==> src/stepper_i2c_regs.svh <==
// register offsets, field positions, reset values and address constants of the serial front end
`ifndef STEPPER_I2C_REGS_SVH
`define STEPPER_I2C_REGS_SVH

`define OPERATING_CONFIG_OFFSET           6'h00
`define WATCHDOG_INTERVAL_OFFSET          6'h01
`define WATCHDOG_CONTROL_OFFSET           6'h02
`define GPIO_DIRECTION_CONFIG_OFFSET      6'h03
`define IRQ_EDGE_MODE_OFFSET              6'h04
`define IRQ_MASK_OFFSET                   6'h05
`define IRQ_STATUS_OFFSET                 6'h06
`define GPIO_INPUT_LEVEL_OFFSET           6'h07
`define IRQ_MOTOR_RESPONSE_OFFSET         6'h08
`define SENSOR0_EXTRA_STEP_COUNT_OFFSET   6'h09
`define SENSOR1_EXTRA_STEP_COUNT_OFFSET   6'h0a
`define DRIVE_OUTPUT_PHASE_CONFIG_OFFSET  6'h0b
`define DRIVE_OUTPUT_STATE_TIMEOUT_OFFSET 6'h0c
`define ACCEL_RAMP_CONTROL_OFFSET         6'h0d
`define DECEL_RAMP_CONTROL_OFFSET         6'h0e
`define STEP_COUNT_FIRST_OFFSET           6'h1f
`define LAST_REG_OFFSET                   6'h22
`define REG_COUNT                         35

`define REGISTER_POINTER_RESET            8'h80
`define AUTOSTEP_BIT                      7
`define POINTER_WIDTH                     6

`define SLAVE_ADDR_FAMILY                 3'h2
`define BITS_PER_BYTE                     4'h8

`endif

==> src/stepper_i2c_pkg.sv <==
// types used by the serial front end; its register bank uses none of them
package stepper_i2c_pkg;

  typedef enum logic [9:0] {
    ST_IDLE      = 10'h001,
    ST_ADDR      = 10'h002,
    ST_ADDR_ACK  = 10'h004,
    ST_CMD       = 10'h008,
    ST_CMD_ACK   = 10'h010,
    ST_WDATA     = 10'h020,
    ST_WDATA_ACK = 10'h040,
    ST_RDATA     = 10'h080,
    ST_RDATA_ACK = 10'h100,
    ST_HALT      = 10'h200
  } link_state_t;

  typedef struct packed {
    logic scl;
    logic sda;
    logic scl_rise;
    logic scl_fall;
    logic start;
    logic stop;
  } bus_event_t;

  typedef struct packed {
    logic seen_low;
    logic seen_high;
    logic differs_scl;
  } strap_watch_t;

  typedef struct packed {
    logic       autostep;
    logic       spare;
    logic [5:0] pointer;
  } command_t;

endpackage

==> src/reg_bank.sv <==
// register bank behind the serial pointer, registered read port
`timescale 1ns/1ps
module reg_bank #(
  parameter int DEPTH = 35,
  parameter int WIDTH = 8,
  parameter int AW    = 6
) (
  input  wire logic             i_clock,
  input  wire logic             i_reset,
  input  wire logic             i_write,
  input  wire logic [AW-1:0]    i_write_addr,
  input  wire logic [WIDTH-1:0] i_write_data,
  input  wire logic [AW-1:0]    i_read_addr,
  output logic      [WIDTH-1:0] o_read_data
);

  logic [WIDTH-1:0] mem_reg [DEPTH];
  logic [WIDTH-1:0] read_next;

  for (genvar e = 0; e < DEPTH; e++) begin : g_entry
    logic [WIDTH-1:0] entry_next;
    assign entry_next = (i_write && (i_write_addr == AW'(e))) ? i_write_data : mem_reg[e];
    always_ff @(posedge i_clock) begin
      if (i_reset) begin
        mem_reg[e] <= '0;
      end else begin
        mem_reg[e] <= entry_next;
      end
    end
  end

  always_comb begin
    read_next = '0;
    if (32'(i_read_addr) < DEPTH) begin
      read_next = mem_reg[i_read_addr];
    end
  end

  always_ff @(posedge i_clock) begin
    if (i_reset) begin
      o_read_data <= '0;
    end else begin
      o_read_data <= read_next;
    end
  end

endmodule // reg_bank

==> src/i2c_slave_register_access.sv <==
// serial slave front end: strap address decode, command pointer, register bank access
`timescale 1ns/1ps
`include "stepper_i2c_regs.svh"
module i2c_slave_register_access
  import stepper_i2c_pkg::*;
#(
  parameter int REG_COUNT = `REG_COUNT
) (
  input  wire logic       i_clock,
  input  wire logic       i_reset,
  input  wire logic       i_scl,
  input  wire logic       i_sda,
  output logic            o_sda,
  output logic            o_sda_oe_n,
  input  wire logic       i_address_strap_low,
  input  wire logic       i_address_strap_high,
  output logic [7:0]      o_register_pointer,
  output logic [6:0]      o_slave_address
);

  // ---------------- pin synchronisers ----------------
  // bit 0 scl, bit 1 sda, bit 2 low strap, bit 3 high strap
  logic [3:0] sync1_reg;
  logic [3:0] sync1_next;
  logic [3:0] sync2_reg;
  logic [3:0] sync2_next;
  logic [1:0] prev_reg;
  logic [1:0] prev_next;

  always_comb begin
    sync1_next = {i_address_strap_high, i_address_strap_low, i_sda, i_scl};
    sync2_next = sync1_reg;
    prev_next  = sync2_reg[1:0];
  end

  // no reset on the two stages: they must carry true pin levels when reset lifts,
  // else a grounded strap would look toggled and be taken for a bus line.
  // limitation: reset has to stand for at least two clocks to fill them
  always_ff @(posedge i_clock) begin
    sync1_reg <= sync1_next;
    sync2_reg <= sync2_next;
    if (i_reset) begin
      prev_reg <= 2'h3;
    end else begin
      prev_reg <= prev_next;
    end
  end

  bus_event_t ev;

  always_comb begin
    ev.scl      = sync2_reg[0];
    ev.sda      = sync2_reg[1];
    ev.scl_rise = sync2_reg[0] & ~prev_reg[0];
    ev.scl_fall = ~sync2_reg[0] & prev_reg[0];
    ev.start    = sync2_reg[0] & prev_reg[0] & ~sync2_reg[1] & prev_reg[1];
    ev.stop     = sync2_reg[0] & prev_reg[0] & sync2_reg[1] & ~prev_reg[1];
  end

  // ---------------- strap classification ----------------
  // a strap that has toggled is on a bus line; if it ever disagreed with scl it must be sda.
  // before the first start an scl strap looks like a supply strap, which is harmless
  // because the address is only compared after eight clocks of a frame.
  strap_watch_t watch_reg  [2];
  strap_watch_t watch_next [2];
  logic [1:0]   strap_code [2];

  for (genvar g = 0; g < 2; g++) begin : g_strap
    logic level;
    assign level = sync2_reg[2+g];
    always_comb begin
      watch_next[g].seen_low    = watch_reg[g].seen_low | ~level;
      watch_next[g].seen_high   = watch_reg[g].seen_high | level;
      watch_next[g].differs_scl = watch_reg[g].differs_scl | (level != ev.scl);
      strap_code[g][1] = watch_reg[g].seen_low & watch_reg[g].seen_high;
      strap_code[g][0] = strap_code[g][1] ? watch_reg[g].differs_scl : watch_reg[g].seen_high;
    end
    always_ff @(posedge i_clock) begin
      if (i_reset) begin
        watch_reg[g] <= '0;
      end else begin
        watch_reg[g] <= watch_next[g];
      end
    end
  end

  logic [3:0] variant;
  logic [6:0] addr_reg;
  logic [6:0] addr_next;

  always_comb begin
    variant[3] = strap_code[1][1];
    variant[2] = strap_code[0][1];
    if (strap_code[1][1] && !strap_code[0][1]) begin
      variant[1:0] = {strap_code[0][0], strap_code[1][0]};
    end else begin
      variant[1:0] = {strap_code[1][0], strap_code[0][0]};
    end
    addr_next = {`SLAVE_ADDR_FAMILY, variant};
  end

  always_ff @(posedge i_clock) begin
    if (i_reset) begin
      addr_reg <= {`SLAVE_ADDR_FAMILY, 4'h0};
    end else begin
      addr_reg <= addr_next;
    end
  end

  // ---------------- pointer helpers ----------------
  function automatic logic pointer_defined(input logic [5:0] p);
    return p <= `LAST_REG_OFFSET;
  endfunction

  function automatic logic pointer_writable(input logic [5:0] p);
    return pointer_defined(p) && (p != `IRQ_STATUS_OFFSET) && (p != `GPIO_INPUT_LEVEL_OFFSET)
           && (p < `STEP_COUNT_FIRST_OFFSET);
  endfunction

  function automatic logic [5:0] step_pointer(input command_t c);
    if (!c.autostep) begin
      return c.pointer;
    end else if (c.pointer == `LAST_REG_OFFSET) begin
      return 6'h00;
    end else begin
      return c.pointer + 6'h01;
    end
  endfunction

  // ---------------- link state machine ----------------
  link_state_t state_reg;
  link_state_t state_next;
  logic [3:0]  cnt_reg;
  logic [3:0]  cnt_next;
  logic [7:0]  shift_reg;
  logic [7:0]  shift_next;
  command_t    cmd_reg;
  command_t    cmd_next;
  logic        read_dir_reg;
  logic        read_dir_next;
  logic        ack_seen_reg;
  logic        ack_seen_next;
  logic        oe_n_reg;
  logic        oe_n_next;
  logic        bank_write;
  logic [7:0]  read_data;

  always_comb begin
    state_next    = state_reg;
    cnt_next      = cnt_reg;
    shift_next    = shift_reg;
    cmd_next      = cmd_reg;
    read_dir_next = read_dir_reg;
    ack_seen_next = ack_seen_reg;
    oe_n_next     = oe_n_reg;
    bank_write    = 1'b0;
    if (ev.stop) begin
      state_next = ST_IDLE;
      oe_n_next  = 1'b1;
    end else if (ev.start) begin
      // a repeated start re-enters address phase from any state
      state_next = ST_ADDR;
      cnt_next   = 4'h0;
      oe_n_next  = 1'b1;
    end else begin
      unique case (state_reg)
        ST_IDLE, ST_HALT: begin
        end
        ST_ADDR, ST_CMD, ST_WDATA: begin
          if (ev.scl_rise && (cnt_reg < `BITS_PER_BYTE)) begin
            shift_next = {shift_reg[6:0], ev.sda};
            cnt_next   = cnt_reg + 4'h1;
          end else if (ev.scl_fall && (cnt_reg == `BITS_PER_BYTE)) begin
            if (state_reg == ST_ADDR) begin
              if (shift_reg[7:1] == addr_reg) begin
                read_dir_next = shift_reg[0];
                state_next    = ST_ADDR_ACK;
                oe_n_next     = 1'b0;
              end else begin
                state_next = ST_HALT;
              end
            end else if (state_reg == ST_CMD) begin
              if (pointer_defined(shift_reg[5:0])) begin
                cmd_next   = shift_reg;
                state_next = ST_CMD_ACK;
                oe_n_next  = 1'b0;
              end else begin
                state_next = ST_HALT;
              end
            end else begin
              // read-only offsets take the byte and acknowledge but keep their value
              bank_write       = pointer_writable(cmd_reg.pointer);
              cmd_next.pointer = step_pointer(cmd_reg);
              state_next       = ST_WDATA_ACK;
              oe_n_next        = 1'b0;
            end
          end
        end
        ST_ADDR_ACK, ST_CMD_ACK, ST_WDATA_ACK: begin
          if (ev.scl_fall) begin
            cnt_next = 4'h0;
            if ((state_reg == ST_ADDR_ACK) && read_dir_reg) begin
              state_next = ST_RDATA;
              shift_next = read_data;
              oe_n_next  = read_data[7];
            end else begin
              state_next = (state_reg == ST_ADDR_ACK) ? ST_CMD : ST_WDATA;
              oe_n_next  = 1'b1;
            end
          end
        end
        ST_RDATA: begin
          if (ev.scl_rise) begin
            cnt_next = cnt_reg + 4'h1;
          end else if (ev.scl_fall) begin
            if (cnt_reg == `BITS_PER_BYTE) begin
              cmd_next.pointer = step_pointer(cmd_reg);
              state_next       = ST_RDATA_ACK;
              oe_n_next        = 1'b1;
            end else begin
              shift_next = {shift_reg[6:0], 1'b0};
              oe_n_next  = shift_reg[6];
            end
          end
        end
        ST_RDATA_ACK: begin
          if (ev.scl_rise) begin
            ack_seen_next = ~ev.sda;
          end else if (ev.scl_fall) begin
            cnt_next = 4'h0;
            if (ack_seen_reg) begin
              // the bank has re-read the stepped pointer long before this edge
              state_next = ST_RDATA;
              shift_next = read_data;
              oe_n_next  = read_data[7];
            end else begin
              state_next = ST_HALT;
              oe_n_next  = 1'b1;
            end
          end
        end
      endcase
    end
  end

  always_ff @(posedge i_clock) begin
    if (i_reset) begin
      state_reg    <= ST_IDLE;
      cnt_reg      <= 4'h0;
      shift_reg    <= 8'h00;
      cmd_reg      <= `REGISTER_POINTER_RESET;
      read_dir_reg <= 1'b0;
      ack_seen_reg <= 1'b0;
      oe_n_reg     <= 1'b1;
    end else begin
      state_reg    <= state_next;
      cnt_reg      <= cnt_next;
      shift_reg    <= shift_next;
      cmd_reg      <= cmd_next;
      read_dir_reg <= read_dir_next;
      ack_seen_reg <= ack_seen_next;
      oe_n_reg     <= oe_n_next;
    end
  end

  reg_bank #(
    .DEPTH (REG_COUNT),
    .WIDTH (8),
    .AW    (`POINTER_WIDTH)
  ) u_bank (
    .i_clock      (i_clock),
    .i_reset      (i_reset),
    .i_write      (bank_write),
    .i_write_addr (cmd_reg.pointer),
    .i_write_data (shift_reg),
    .i_read_addr  (cmd_reg.pointer),
    .o_read_data  (read_data)
  );

  // open drain: the pad only ever pulls low
  assign o_sda              = 1'b0;
  assign o_sda_oe_n         = oe_n_reg;
  assign o_register_pointer = cmd_reg;
  assign o_slave_address    = addr_reg;

endmodule // i2c_slave_register_access

==> config.mk <==
export PLATFORM = sky130hd
export DESIGN_NAME = i2c_slave_register_access
export DESIGN_NICKNAME = d
export VERILOG_FILES = /design/src/stepper_i2c_pkg.sv /design/src/reg_bank.sv /design/src/i2c_slave_register_access.sv
export VERILOG_INCLUDE_DIRS = /design/src /design/src/src
export SDC_FILE = /design/constraint.sdc
export NUM_CORES = 1
export LEC_CHECK = 0
export BUFFER_PORTS_ARGS = -buffer_cell sky130_fd_sc_hd__buf_2
export CAP_MARGIN = 40
export CORE_MARGIN = 2
export CORE_UTILIZATION = 40
export CTS_CLUSTER_DIAMETER = 120
export DETAILED_ROUTE_END_ITERATION = 8
export PLACE_DENSITY = 0.59
export SYNTH_ARGS = -nofsm -noshare
export SYNTH_HDL_FRONTEND = slang
export SYNTH_SLANG_ARGS = --single-unit
==> constraint.sdc <==
create_clock -name i_clock -period 5 [get_ports i_clock]
set_input_delay 1.5 -clock i_clock [delete_from_list [all_inputs] [get_ports i_clock]]
set_output_delay 1.5 -clock i_clock [all_outputs]
set_load 0.02 [all_outputs]
After elaboration in Yosys (flattened, before gate mapping)
Memories as Yosys holds them, arrays and structs flattened. A register that Yosys moved wholly into a read port is not among the register bits.
Index checks and enable logic that the tools add are counted.
Cells by class
  magnitude comparators: 5
  multiplexer cells: 144
  $add $sub $neg: 2
  eq/ne operators: 109
  reductions and logical operators: 96
  bitwise logic cells: 63
Operators by type and width (number)
  $mux 8: 80
  $mux 10: 13
  $eq 6x5->1 const B: 16
  $reduce_and 2->1: 35
  $mux 6: 11
  $eq 6x4->1 const B: 8
  $or 1x1->1: 43
  $logic_and 1x1->1: 42
  $pmux 10 s4: 1
  $ne 3x3->1 const B: 12
  $ne 1x1->1 const B: 35
  $pmux 8 s4: 1
  $mux 1: 26
  $ne 2x2->1 const B: 13
  $eq 6x3->1 const B: 4
  $mux 4: 5
  $reduce_and 10->1: 2
  $eq 6x6->1 const B: 3
  $reduce_and 9->1: 2
  $pmux 4 s4: 1
  $eq 6x2->1 const B: 2
  $le 6x6->1 const B: 2
  $ne 6x3->1 const B: 2
  $pmux 6 s2: 1
  35 further kinds: 59
Storage, ports and cells
  input port bits: 6
  word-level logic and storage cells: 436
  memories: 2
  flip-flop bits (word level): 50
  bits in writable memories: 286
Memory list
  u_bank.mem_reg: depth 35, bits a word 8, read ports 1, clocked after Yosys merged registers in 1, wr ports 35, line reg_bank.sv:17  | logic [WIDTH-1:0] mem_reg [DEPTH];
  watch_reg: depth 2, bits a word 3, read ports 2, clocked after Yosys merged registers in 0, wr ports 2, line i2c_slave_register_access.sv:64  | strap_watch_t watch_reg [2];

Longest topological paths before layout
Gate-level depths: netlist (run 1).
  word-level depth: 15
  gate-level depth with buffers: 15
  depth with buffers taken out: 8

By module
A second synthesis (run 1) with hierarchy kept.
Unflattened totals
  cells, all modules: 1341
  area total of the unflattened synthesis: 16567.1 µm²
By module, submodules not included
  reg_bank: instances 1, seq. area each 8568.2 µm², cells an instance 983, area each 13634.3 µm²
  i2c_slave_register_access: instances 1, seq. area each 1061.0 µm², cells an instance 358, area each 2932.8 µm²

Worst setup path before layout (run 1)
Ideal clock, no wire load.
  path kind: flip-flop to flip-flop
  from: register cmd_reg (netlist bit o_register_pointer[0])
  to: memory u_bank.mem_reg[17][0], enable pin
  buffers on the path: 6
  arrival time: 3.402 ns
  cell stages (with the launch flop): 14
  setup slack: 1.214 ns
  period minus slack after synthesis: 3.786 ns
  path through: dfxtp_1 clkbuf_1 buf_6 buf_2 buf_2 inv_1 ha_1 clkbuf_1 nor2_1 o31ai_1 a2111oi_2 nand2_2 clkbuf_1 o21ai_0
RTL lines
  start, declared: line i2c_slave_register_access.sv:137  | command_t cmd_reg;
  start signal, assigned: line i2c_slave_register_access.sv:251  | cmd_reg <= `REGISTER_POINTER_RESET;
  start signal, assigned: line i2c_slave_register_access.sv:259  | cmd_reg <= cmd_next;
  end, declared: line reg_bank.sv:17

Final worst setup path (run 1)
  from: register cmd_reg (netlist bit o_register_pointer[1])
  to: output port o_register_pointer[1]
RTL lines
  end, declared: line i2c_slave_register_access.sv:17  | output logic [7:0] o_register_pointer,
No word-level cell between the ends.

==> run_summary.xml, run 1 <==
<?xml version="1.0" encoding="UTF-8"?>
<metrics>
  <group name="grt">
    <metric name="antenna_found_initial" unit="">3</metric>
    <metric name="first_pass_grt_wire_length" unit="um">60100</metric>
    <metric name="grt_total_usage" unit="%">19.6</metric>
    <metric name="grt_max_degree" unit="">59</metric>
    <metric name="first_global_vias" unit="">9666</metric>
    <metric name="globalRoute.totalOverflow" unit="">0</metric>
  </group>
  <group name="synthesis">
    <metric name="synthDistinctLibCells" unit="">77</metric>
    <metric name="synth_commonest_cells" unit="">280 x sky130_fd_sc_hd__edfxtp_1, 267 x sky130_fd_sc_hd__nor2_1, 80 x sky130_fd_sc_hd__mux4_2</metric>
    <metric name="ys_top_cells_by_area" unit="">sky130_fd_sc_hd__edfxtp_1 54%, sky130_fd_sc_hd__mux4_2 12%, sky130_fd_sc_hd__dfxtp_1 7.9%</metric>
    <metric name="syn_area_per_cell" unit="um^2">13.0</metric>
    <metric name="yosys.area.top_type" unit="">sky130_fd_sc_hd__edfxtp_1</metric>
    <metric name="yosys.area.top_type_share" unit="%">54.2</metric>
    <metric name="dominantRegCellSynth" unit="">sky130_fd_sc_hd__edfxtp_1</metric>
    <metric name="library_cell_with_the_highest_instance_count_after_synthesis" unit="">sky130_fd_sc_hd__edfxtp_1</metric>
    <metric name="syn-cell-area" unit="mm^2">0.0155</metric>
    <metric name="yosys_warnings" unit="">0</metric>
    <metric name="asyncSetResetFlopFracSynth" unit="%">0</metric>
    <metric name="postSynthCellCount" unit="">1196</metric>
    <metric name="synth_sequential_area_ratio" unit="%">62.0</metric>
    <metric name="yosys_register_bits" unit="">341</metric>
    <metric name="synth_enable_flop_cells" unit="">280</metric>
  </group>
  <group name="route">
    <metric name="detailroute.via_count" unit="">9785</metric>
    <metric name="detail_route.vias_per_cell" unit="">5.49</metric>
    <metric name="dr.max_layer_used" unit="">met4</metric>
    <metric name="met3_wirelength" unit="um">3110</metric>
    <metric name="detailedRoute.firstPassIterationCount" unit="">5</metric>
    <metric name="route.detailed.drc" unit="">0</metric>
    <metric name="drt_iter0_markers" unit="">1052</metric>
    <metric name="total_length_of_routed_met2_wires" unit="um">18200</metric>
    <metric name="route.layer.met1.wl" unit="um">16900</metric>
    <metric name="route.final.wire_length" unit="um">39100</metric>
    <metric name="antenna_violating_nets_post_route" unit="">0</metric>
    <metric name="route.detailed.wl_per_inst" unit="um">22.0</metric>
  </group>
  <group name="finish">
    <metric name="synthToLayoutAreaGrowth" unit="%">12.3</metric>
    <metric name="fin_nets" unit="">1248</metric>
    <metric name="largest_register_ff_count" unit="">280</metric>
    <metric name="post-route-cell-area" unit="mm^2">0.0174</metric>
    <metric name="final_layout_size_suffix_gt1_share" unit="%">17.7</metric>
    <metric name="insertedDiodeCount" unit="">0</metric>
    <metric name="post-route-util" unit="%">45.3</metric>
  </group>
  <group name="die">
    <metric name="initial_utilization" unit="%">40.3</metric>
    <metric name="die_area" unit="mm^2">0.0404</metric>
    <metric name="fp.dieW" unit="um">201</metric>
    <metric name="design.portCount" unit="">23</metric>
    <metric name="core_area" unit="mm^2">0.0385</metric>
    <metric name="row_count" unit="">72</metric>
    <metric name="die_h" unit="um">201</metric>
  </group>
  <group name="critical_path">
    <metric name="worstSetupStartpointType" unit="">flip-flop</metric>
    <metric name="rr_endpoint" unit="">u_bank.mem_reg[18][3]</metric>
    <metric name="crit_path_cell_trace" unit="">buf_4 &gt; buf_2</metric>
    <metric name="timing_worst_setup_path_type" unit="">flip-flop to primary output</metric>
    <metric name="cp.arrival" unit="ps">2210</metric>
    <metric name="setup_slack_on_the_worst_flop_to_flop_path" unit="ps">1790</metric>
    <metric name="reg2regPathDepth" unit="">7</metric>
    <metric name="crit_fanout" unit="">58</metric>
    <metric name="setup.worst_path.start" unit="">o_register_pointer[1]</metric>
    <metric name="critPathMaxStageDelay" unit="ps">770</metric>
    <metric name="slowest_stage" unit="">sky130_fd_sc_hd__buf_4</metric>
    <metric name="timing.critical_path.required" unit="ps">3500</metric>
    <metric name="timing.critical_path.max_delay_family" unit="">buffers and inverters</metric>
    <metric name="worst_setup_path_end_kind" unit="">primary output</metric>
    <metric name="regToRegStartpoint" unit="">o_register_pointer[1]</metric>
    <metric name="worstPathBufferInverterCount" unit="">2</metric>
  </group>
  <group name="sta">
    <metric name="fmax" unit="MHz">269</metric>
    <metric name="count_of_final_setup_violators" unit="">0</metric>
    <metric name="worst_slew_pin_slew" unit="ps">891</metric>
    <metric name="slew_viol_final" unit="">0</metric>
    <metric name="finClkSkew" unit="ps">32.0</metric>
    <metric name="timing.final.crit_share" unit="%">74.2</metric>
    <metric name="hold-worst-slack" unit="ps">330</metric>
    <metric name="worst_slew_margin_rel" unit="%">40.6</metric>
    <metric name="rsz0062_at_grt" unit="">false</metric>
    <metric name="hold_viol_final" unit="">0</metric>
    <metric name="min_period" unit="ps">3710</metric>
    <metric name="timing.setup.tns" unit="ps">0</metric>
  </group>
  <group name="cts">
    <metric name="clk-insertion-delay-late" unit="ps">550</metric>
    <metric name="h_tree_lvls" unit="">2</metric>
    <metric name="postCtsHoldBufs" unit="">0</metric>
    <metric name="worst_setup_hold_path_clk_slew" unit="ps">50</metric>
    <metric name="numCtsBuffers" unit="">37</metric>
    <metric name="cts_resized" unit="">0</metric>
    <metric name="clock-root-buffer" unit="">sky130_fd_sc_hd__clkbuf_16</metric>
    <metric name="clock_tree.buffer_depth" unit="">3</metric>
    <metric name="tritoncts_num_sinks" unit="">341</metric>
    <metric name="cts.repair_timing.setup_buffer_count" unit="">0</metric>
    <metric name="tritoncts" unit="">done</metric>
  </group>
  <group name="power_and_ir_drop">
    <metric name="seqPwrFrac" unit="%">54.2</metric>
    <metric name="power.switching" unit="uW">1300</metric>
    <metric name="p_leak" unit="uW">0.00562</metric>
    <metric name="pwr-share-clk" unit="%">42.3</metric>
    <metric name="share_comb_of_total_power" unit="%">3.5</metric>
    <metric name="switching_share" unit="%">21.7</metric>
    <metric name="cellPowerDensity" unit="mW/mm^2">345</metric>
    <metric name="intPower" unit="uW">4720</metric>
    <metric name="totalPowerFinal" unit="uW">6020</metric>
    <metric name="ir_worst_vdd" unit="uV">202</metric>
  </group>
  <group name="place">
    <metric name="gp_congestion" unit="">0.888</metric>
    <metric name="post-dp-hpwl" unit="um">25700</metric>
    <metric name="placed_cell_area" unit="mm^2">0.0163</metric>
    <metric name="port-buffer-count" unit="">18</metric>
  </group>
  <group name="run">
    <metric name="maxCapViolations" unit="">0</metric>
  </group>
  <group name="worst_hold_path">
    <metric name="min_path_cells" unit="">0</metric>
    <metric name="min-delay-path-class" unit="">flip-flop to flip-flop</metric>
    <metric name="hold_path.startpoint" unit="">sync1_reg[2]</metric>
    <metric name="capture_endpoint_of_the_worst_hold_path" unit="">sync2_reg[2]</metric>
  </group>
  <group name="status">
    <metric name="run_status" unit="">finished, final reports clean</metric>
  </group>
</metrics>
## power by group through the flow
| stage | Combinational, uW | Clock (uW) | Sequential [uW] |
|---|---|---|---|
| after floorplan | 147 | 0 | 3290 |
| after global routing | 229 | 2690 | 3280 |
| final | 212 | 2540 | 3260 |
| after CTS | 211 | 2590 | 3260 |
| after global placement | 201 | 0 | 3320 |
| after detailed placement | 211 | 0 | 3320 |
## through the flow
step,cells,worst slack (ps)
after floorplan,1246,1210
after global placement,1702,1560
after detailed placement,1715,1740
after CTS,1781,1250
after global routing,1781,1190
final,1781,1290
## logic make-up after synthesis
logic type / Yosys count / synth area share (%)
AO/OA/AOI/OAI: 113 / 5.12
AND/OR/NAND/NOR: 485 / 14.4
flip-flops: 341 / 62.0
buffers and inverters: 126 / 3.57
multiplexers: 112 / 13.7
adder cells (fa/ha/maj): 6 / 0.484
XOR/XNOR: 11 / 0.621
other: 2 / 0.0484
## how the worst max path moves through the flow
stage	to	slack, ps	depth (start not counted)
global placement	u_bank.mem_reg[24][4]	1560	4
CTS	o_register_pointer[1]	1250	2
floorplan	u_bank.mem_reg[17][0]	1210	13
finish	o_register_pointer[1]	1290	2
global route	o_register_pointer[1]	1190	2
detailed placement	u_bank.mem_reg[10][4]	1740	5
## layer usage
metal | vias to the layer above | track usage, %
met5 | - | 0
met3 | 55 | 3.86
met2 | 359 | 31.1
met4 | 0 | 5.53
li1 | 4419 | -
met1 | 4952 | 27.7
## layout by cell type, fill, tap and decap left out, types with 3 or more instances in the layout
cell type / Yosys / layout
sky130_fd_sc_hd__a21o_1: 4 / 4
sky130_fd_sc_hd__a21oi_1: 25 / 25
sky130_fd_sc_hd__a31o_2: 3 / 3
sky130_fd_sc_hd__a41o_1: 4 / 4
sky130_fd_sc_hd__and2_1: 18 / 18
sky130_fd_sc_hd__and3_1: 6 / 6
sky130_fd_sc_hd__and4_1: 3 / 3
sky130_fd_sc_hd__buf_2: 34 / 27
sky130_fd_sc_hd__buf_4: 6 / 33
sky130_fd_sc_hd__clkbuf_1: 61 / 16
sky130_fd_sc_hd__clkbuf_16: 0 / 37
sky130_fd_sc_hd__clkinv_1: 0 / 5
sky130_fd_sc_hd__conb_1: 2 / 52
sky130_fd_sc_hd__dfxtp_1: 61 / 58
sky130_fd_sc_hd__edfxtp_1: 280 / 280
sky130_fd_sc_hd__ha_1: 6 / 6
sky130_fd_sc_hd__inv_1: 14 / 14
sky130_fd_sc_hd__mux2_2: 7 / 7
sky130_fd_sc_hd__mux2i_1: 24 / 24
sky130_fd_sc_hd__mux4_2: 80 / 80
sky130_fd_sc_hd__nand2_1: 74 / 74
sky130_fd_sc_hd__nand2b_1: 4 / 4
sky130_fd_sc_hd__nand3_1: 30 / 30
sky130_fd_sc_hd__nand3_2: 4 / 4
sky130_fd_sc_hd__nand4_1: 8 / 8
sky130_fd_sc_hd__nor2_1: 267 / 267
sky130_fd_sc_hd__nor2b_1: 15 / 15
sky130_fd_sc_hd__nor3_1: 23 / 23
sky130_fd_sc_hd__nor3b_1: 9 / 9
sky130_fd_sc_hd__nor4_1: 3 / 3
sky130_fd_sc_hd__o211ai_1: 15 / 15
sky130_fd_sc_hd__o21ai_0: 24 / 24
sky130_fd_sc_hd__o31ai_1: 9 / 9
sky130_fd_sc_hd__xnor2_1: 5 / 5
sky130_fd_sc_hd__xor2_1: 6 / 6
## final cells by class
type | instances | area [um^2]
Inverter | 14 | 52.6
Timing Repair Buffer | 63 | 453
Sequential cell | 341 | 9640
Clock inverter | 11 | 106
Clock buffer | 55 | 1010
Multi-Input combinational cell | 779 | 5530
Fill cell | 3448 | 21000
Tap cell | 518 | 648
No activity file was read; power rests on OpenSTA's default activity.
==> inputs of run 2 (changes only) <==
==> constraint.sdc (replaced) <==
create_clock -name i_clock -period 3.7 [get_ports i_clock]
set_input_delay 1.11 -clock i_clock [delete_from_list [all_inputs] [get_ports i_clock]]
set_output_delay 1.11 -clock i_clock [all_outputs]
set_load 0.02 [all_outputs]
==> run 2 against run 1 <==
  * Die area is the same
  * Routed wire length fell by 1.3%
  * Count of clock-buffer cells in the layout is 9 lower
  * Total power increased by 40%
  * Clock power grew 46%
  * Flip-flop and latch count is the same
  * Worst hold slack worse by 2.1 ps
  * Register-to-register slack got worse by 1200 ps
==> run_summary.xml, run 2 (same netlist as run 1, synthesis figures left out) <==
<?xml version="1.0" encoding="UTF-8"?>
<metrics>
  <group name="status">
    <metric name="run_status" unit="">finished, final reports clean</metric>
  </group>
  <group name="die">
    <metric name="row_count" unit="">72</metric>
    <metric name="die_area" unit="mm^2">0.0404</metric>
    <metric name="core_area" unit="mm^2">0.0385</metric>
    <metric name="design.portCount" unit="">23</metric>
    <metric name="die_h" unit="um">201</metric>
    <metric name="fp.dieW" unit="um">201</metric>
    <metric name="initial_utilization" unit="%">40.3</metric>
  </group>
  <group name="power_and_ir_drop">
    <metric name="p_leak" unit="uW">0.00569</metric>
    <metric name="ir_worst_vdd" unit="uV">297</metric>
    <metric name="share_comb_of_total_power" unit="%">3.5</metric>
    <metric name="pwr-share-clk" unit="%">44.1</metric>
    <metric name="cellPowerDensity" unit="mW/mm^2">478</metric>
    <metric name="seqPwrFrac" unit="%">52.4</metric>
    <metric name="power.switching" unit="uW">1750</metric>
    <metric name="intPower" unit="uW">6650</metric>
    <metric name="switching_share" unit="%">20.8</metric>
  </group>
  <group name="sta">
    <metric name="hold_viol_final" unit="">0</metric>
    <metric name="timing.final.crit_share" unit="%">84.9</metric>
    <metric name="finClkSkew" unit="ps">20.2</metric>
    <metric name="fmax" unit="MHz">318</metric>
    <metric name="hold-worst-slack" unit="ps">328</metric>
    <metric name="worst_slew_pin_slew" unit="ps">798</metric>
    <metric name="slew_viol_final" unit="">0</metric>
    <metric name="rsz0062_at_grt" unit="">false</metric>
    <metric name="min_period" unit="ps">3140</metric>
    <metric name="count_of_final_setup_violators" unit="">0</metric>
    <metric name="worst_slew_margin_rel" unit="%">46.8</metric>
  </group>
  <group name="grt">
    <metric name="globalRoute.totalOverflow" unit="">0</metric>
    <metric name="first_pass_grt_wire_length" unit="um">59800</metric>
    <metric name="grt_max_degree" unit="">75</metric>
    <metric name="first_global_vias" unit="">9786</metric>
    <metric name="grt_total_usage" unit="%">19.4</metric>
    <metric name="antenna_found_initial" unit="">0</metric>
  </group>
  <group name="critical_path">
    <metric name="setup.worst_path.start" unit="">o_register_pointer[1]</metric>
    <metric name="critPathMostFrequentCell" unit="">sky130_fd_sc_hd__nor2_1</metric>
    <metric name="timing.critical_path.required" unit="ps">4050</metric>
    <metric name="worst_setup_path_end_kind" unit="">flip-flop</metric>
    <metric name="crit_path_cell_trace" unit="">ha_1 &gt; nor2_1 &gt; o31ai_1 &gt; a2111oi_2 &gt; and2b_2 &gt; nand3_1 &gt; nor2_1</metric>
    <metric name="slowest_stage" unit="">sky130_fd_sc_hd__a2111oi_2</metric>
    <metric name="crit_fanout" unit="">31</metric>
    <metric name="regToRegStartpoint" unit="">o_register_pointer[1]</metric>
    <metric name="critPathMaxStageDelay" unit="ps">580</metric>
    <metric name="timing_worst_setup_path_type" unit="">flip-flop to flip-flop</metric>
    <metric name="cp.arrival" unit="ps">3490</metric>
    <metric name="worstSetupStartpointType" unit="">flip-flop</metric>
  </group>
  <group name="route">
    <metric name="route.detailed.drc" unit="">0</metric>
    <metric name="route.final.wire_length" unit="um">38600</metric>
    <metric name="antenna_violating_nets_post_route" unit="">0</metric>
    <metric name="route.detailed.wl_per_inst" unit="um">21.6</metric>
    <metric name="detail_route.vias_per_cell" unit="">5.46</metric>
    <metric name="detailroute.via_count" unit="">9769</metric>
    <metric name="drt_iter0_markers" unit="">862</metric>
    <metric name="detailedRoute.firstPassIterationCount" unit="">5</metric>
  </group>
  <group name="worst_hold_path">
    <metric name="min-delay-path-class" unit="">flip-flop to flip-flop</metric>
    <metric name="hold_path.startpoint" unit="">sync1_reg[2]</metric>
  </group>
  <group name="cts">
    <metric name="clock_tree.buffer_depth" unit="">3</metric>
    <metric name="worst_setup_hold_path_clk_slew" unit="ps">70</metric>
    <metric name="clk-insertion-delay-late" unit="ps">530</metric>
    <metric name="numCtsBuffers" unit="">38</metric>
    <metric name="h_tree_lvls" unit="">2</metric>
    <metric name="tritoncts_num_sinks" unit="">341</metric>
    <metric name="postCtsHoldBufs" unit="">0</metric>
    <metric name="clock-root-buffer" unit="">sky130_fd_sc_hd__clkbuf_16</metric>
    <metric name="cts_resized" unit="">0</metric>
    <metric name="tritoncts" unit="">done</metric>
    <metric name="cts.repair_timing.setup_buffer_count" unit="">0</metric>
  </group>
  <group name="finish">
    <metric name="largest_register_ff_count" unit="">280</metric>
    <metric name="fillerInstances" unit="">3462</metric>
    <metric name="fin_nets" unit="">1256</metric>
    <metric name="insertedDiodeCount" unit="">0</metric>
    <metric name="sequential_cell_area" unit="mm^2">0.00964</metric>
    <metric name="mostFrequentLayoutCells" unit="">280 x sky130_fd_sc_hd__edfxtp_1, 267 x sky130_fd_sc_hd__nor2_1, 80 x sky130_fd_sc_hd__mux4_2, 74 x sky130_fd_sc_hd__nand2_1, 58 x sky130_fd_sc_hd__dfxtp_1</metric>
    <metric name="multiInputGateArea" unit="mm^2">0.00553</metric>
    <metric name="post-route-util" unit="%">45.7</metric>
    <metric name="final_layout_size_suffix_gt1_share" unit="%">18.5</metric>
    <metric name="most_frequent_standard_cell_in_the_layout_excluding_fill_and_tap_cells" unit="">sky130_fd_sc_hd__edfxtp_1</metric>
    <metric name="synthToLayoutAreaGrowth" unit="%">13.1</metric>
  </group>
  <group name="place">
    <metric name="gp_congestion" unit="">0.917</metric>
    <metric name="post-dp-hpwl" unit="um">25500</metric>
    <metric name="port-buffer-count" unit="">18</metric>
  </group>
  <group name="run">
    <metric name="maxCapViolations" unit="">0</metric>
  </group>
</metrics>
## run 2: changes by cell type in the layout (fill, tap and decap cells not counted), moves of 4 or more
cell and delta:
sky130_fd_sc_hd__clkinv_1 +6, sky130_fd_sc_hd__bufinv_16 +4, sky130_fd_sc_hd__buf_4 +19, sky130_fd_sc_hd__clkbuf_1 -9
sky130_fd_sc_hd__buf_2 -10
## run 2: power by group through the flow
stage | Combinational (uW) | Clock (uW) | Sequential (uW)
floorplan | 199 | 0 | 4450
global placement | 292 | 0 | 4470
detailed placement | 294 | 0 | 4480
CTS | 295 | 3770 | 4400
global route | 318 | 3890 | 4420
finish | 295 | 3710 | 4400
## run 2: metrics by stage
step | setup TNS [ps] | setup slack (ps) | cell area (um^2) | cells | power [uW]
after global routing | 0 | 302 | 17600 | 1789 | 8630
after floorplan | -5590 | -77.6 | 15700 | 1246 | 4650
after global placement | 0 | 691 | 16400 | 1722 | 4770
final | 0 | 560 | 17600 | 1789 | 8400
after detailed placement | 0 | 626 | 16400 | 1722 | 4780
after CTS | 0 | 584 | 17600 | 1789 | 8470
## run 2: per-layer routing
metal | vias to the layer above | global-route usage [%] | routed length (um)
met4 | 0 | 5.56 | 932
met1 | 4967 | 26.5 | 16800
li1 | 4433 | - | -
met3 | 59 | 3.05 | 2250
met2 | 310 | 32.0 | 18700
met5 | - | 0 | 0
## run 2: worst max-delay path, delay by kind of cell, from the launching register on
kind	cells	cell delay (ps)
DFF	1	470
and+or+nand+nor	4	1500
adders and majority gates	1	290
AOI/OAI and AO/OA	2	670
## run 2: final timing paths
| check | end | cells past startpoint | slack, ps |
|---|---|---|---|
| worst max register to register | u_bank.mem_reg[14][1] | 7 | 560 |
| worst min register to register | sync2_reg[2] | 0 | 330 |
| worst max-delay path | u_bank.mem_reg[14][1] | 7 | 560 |
| worst min-delay path | sync2_reg[2] | 0 | 330 |
## run 2: layout make-up
cell class,count,share of cell area [%]
sequential,341,54.9
multi-input combinational,779,31.5
clock buffer,46,5.71
tap,518,3.69
timing repair buffer,70,2.82
clock inverter,21,1.14
inverter,14,0.299
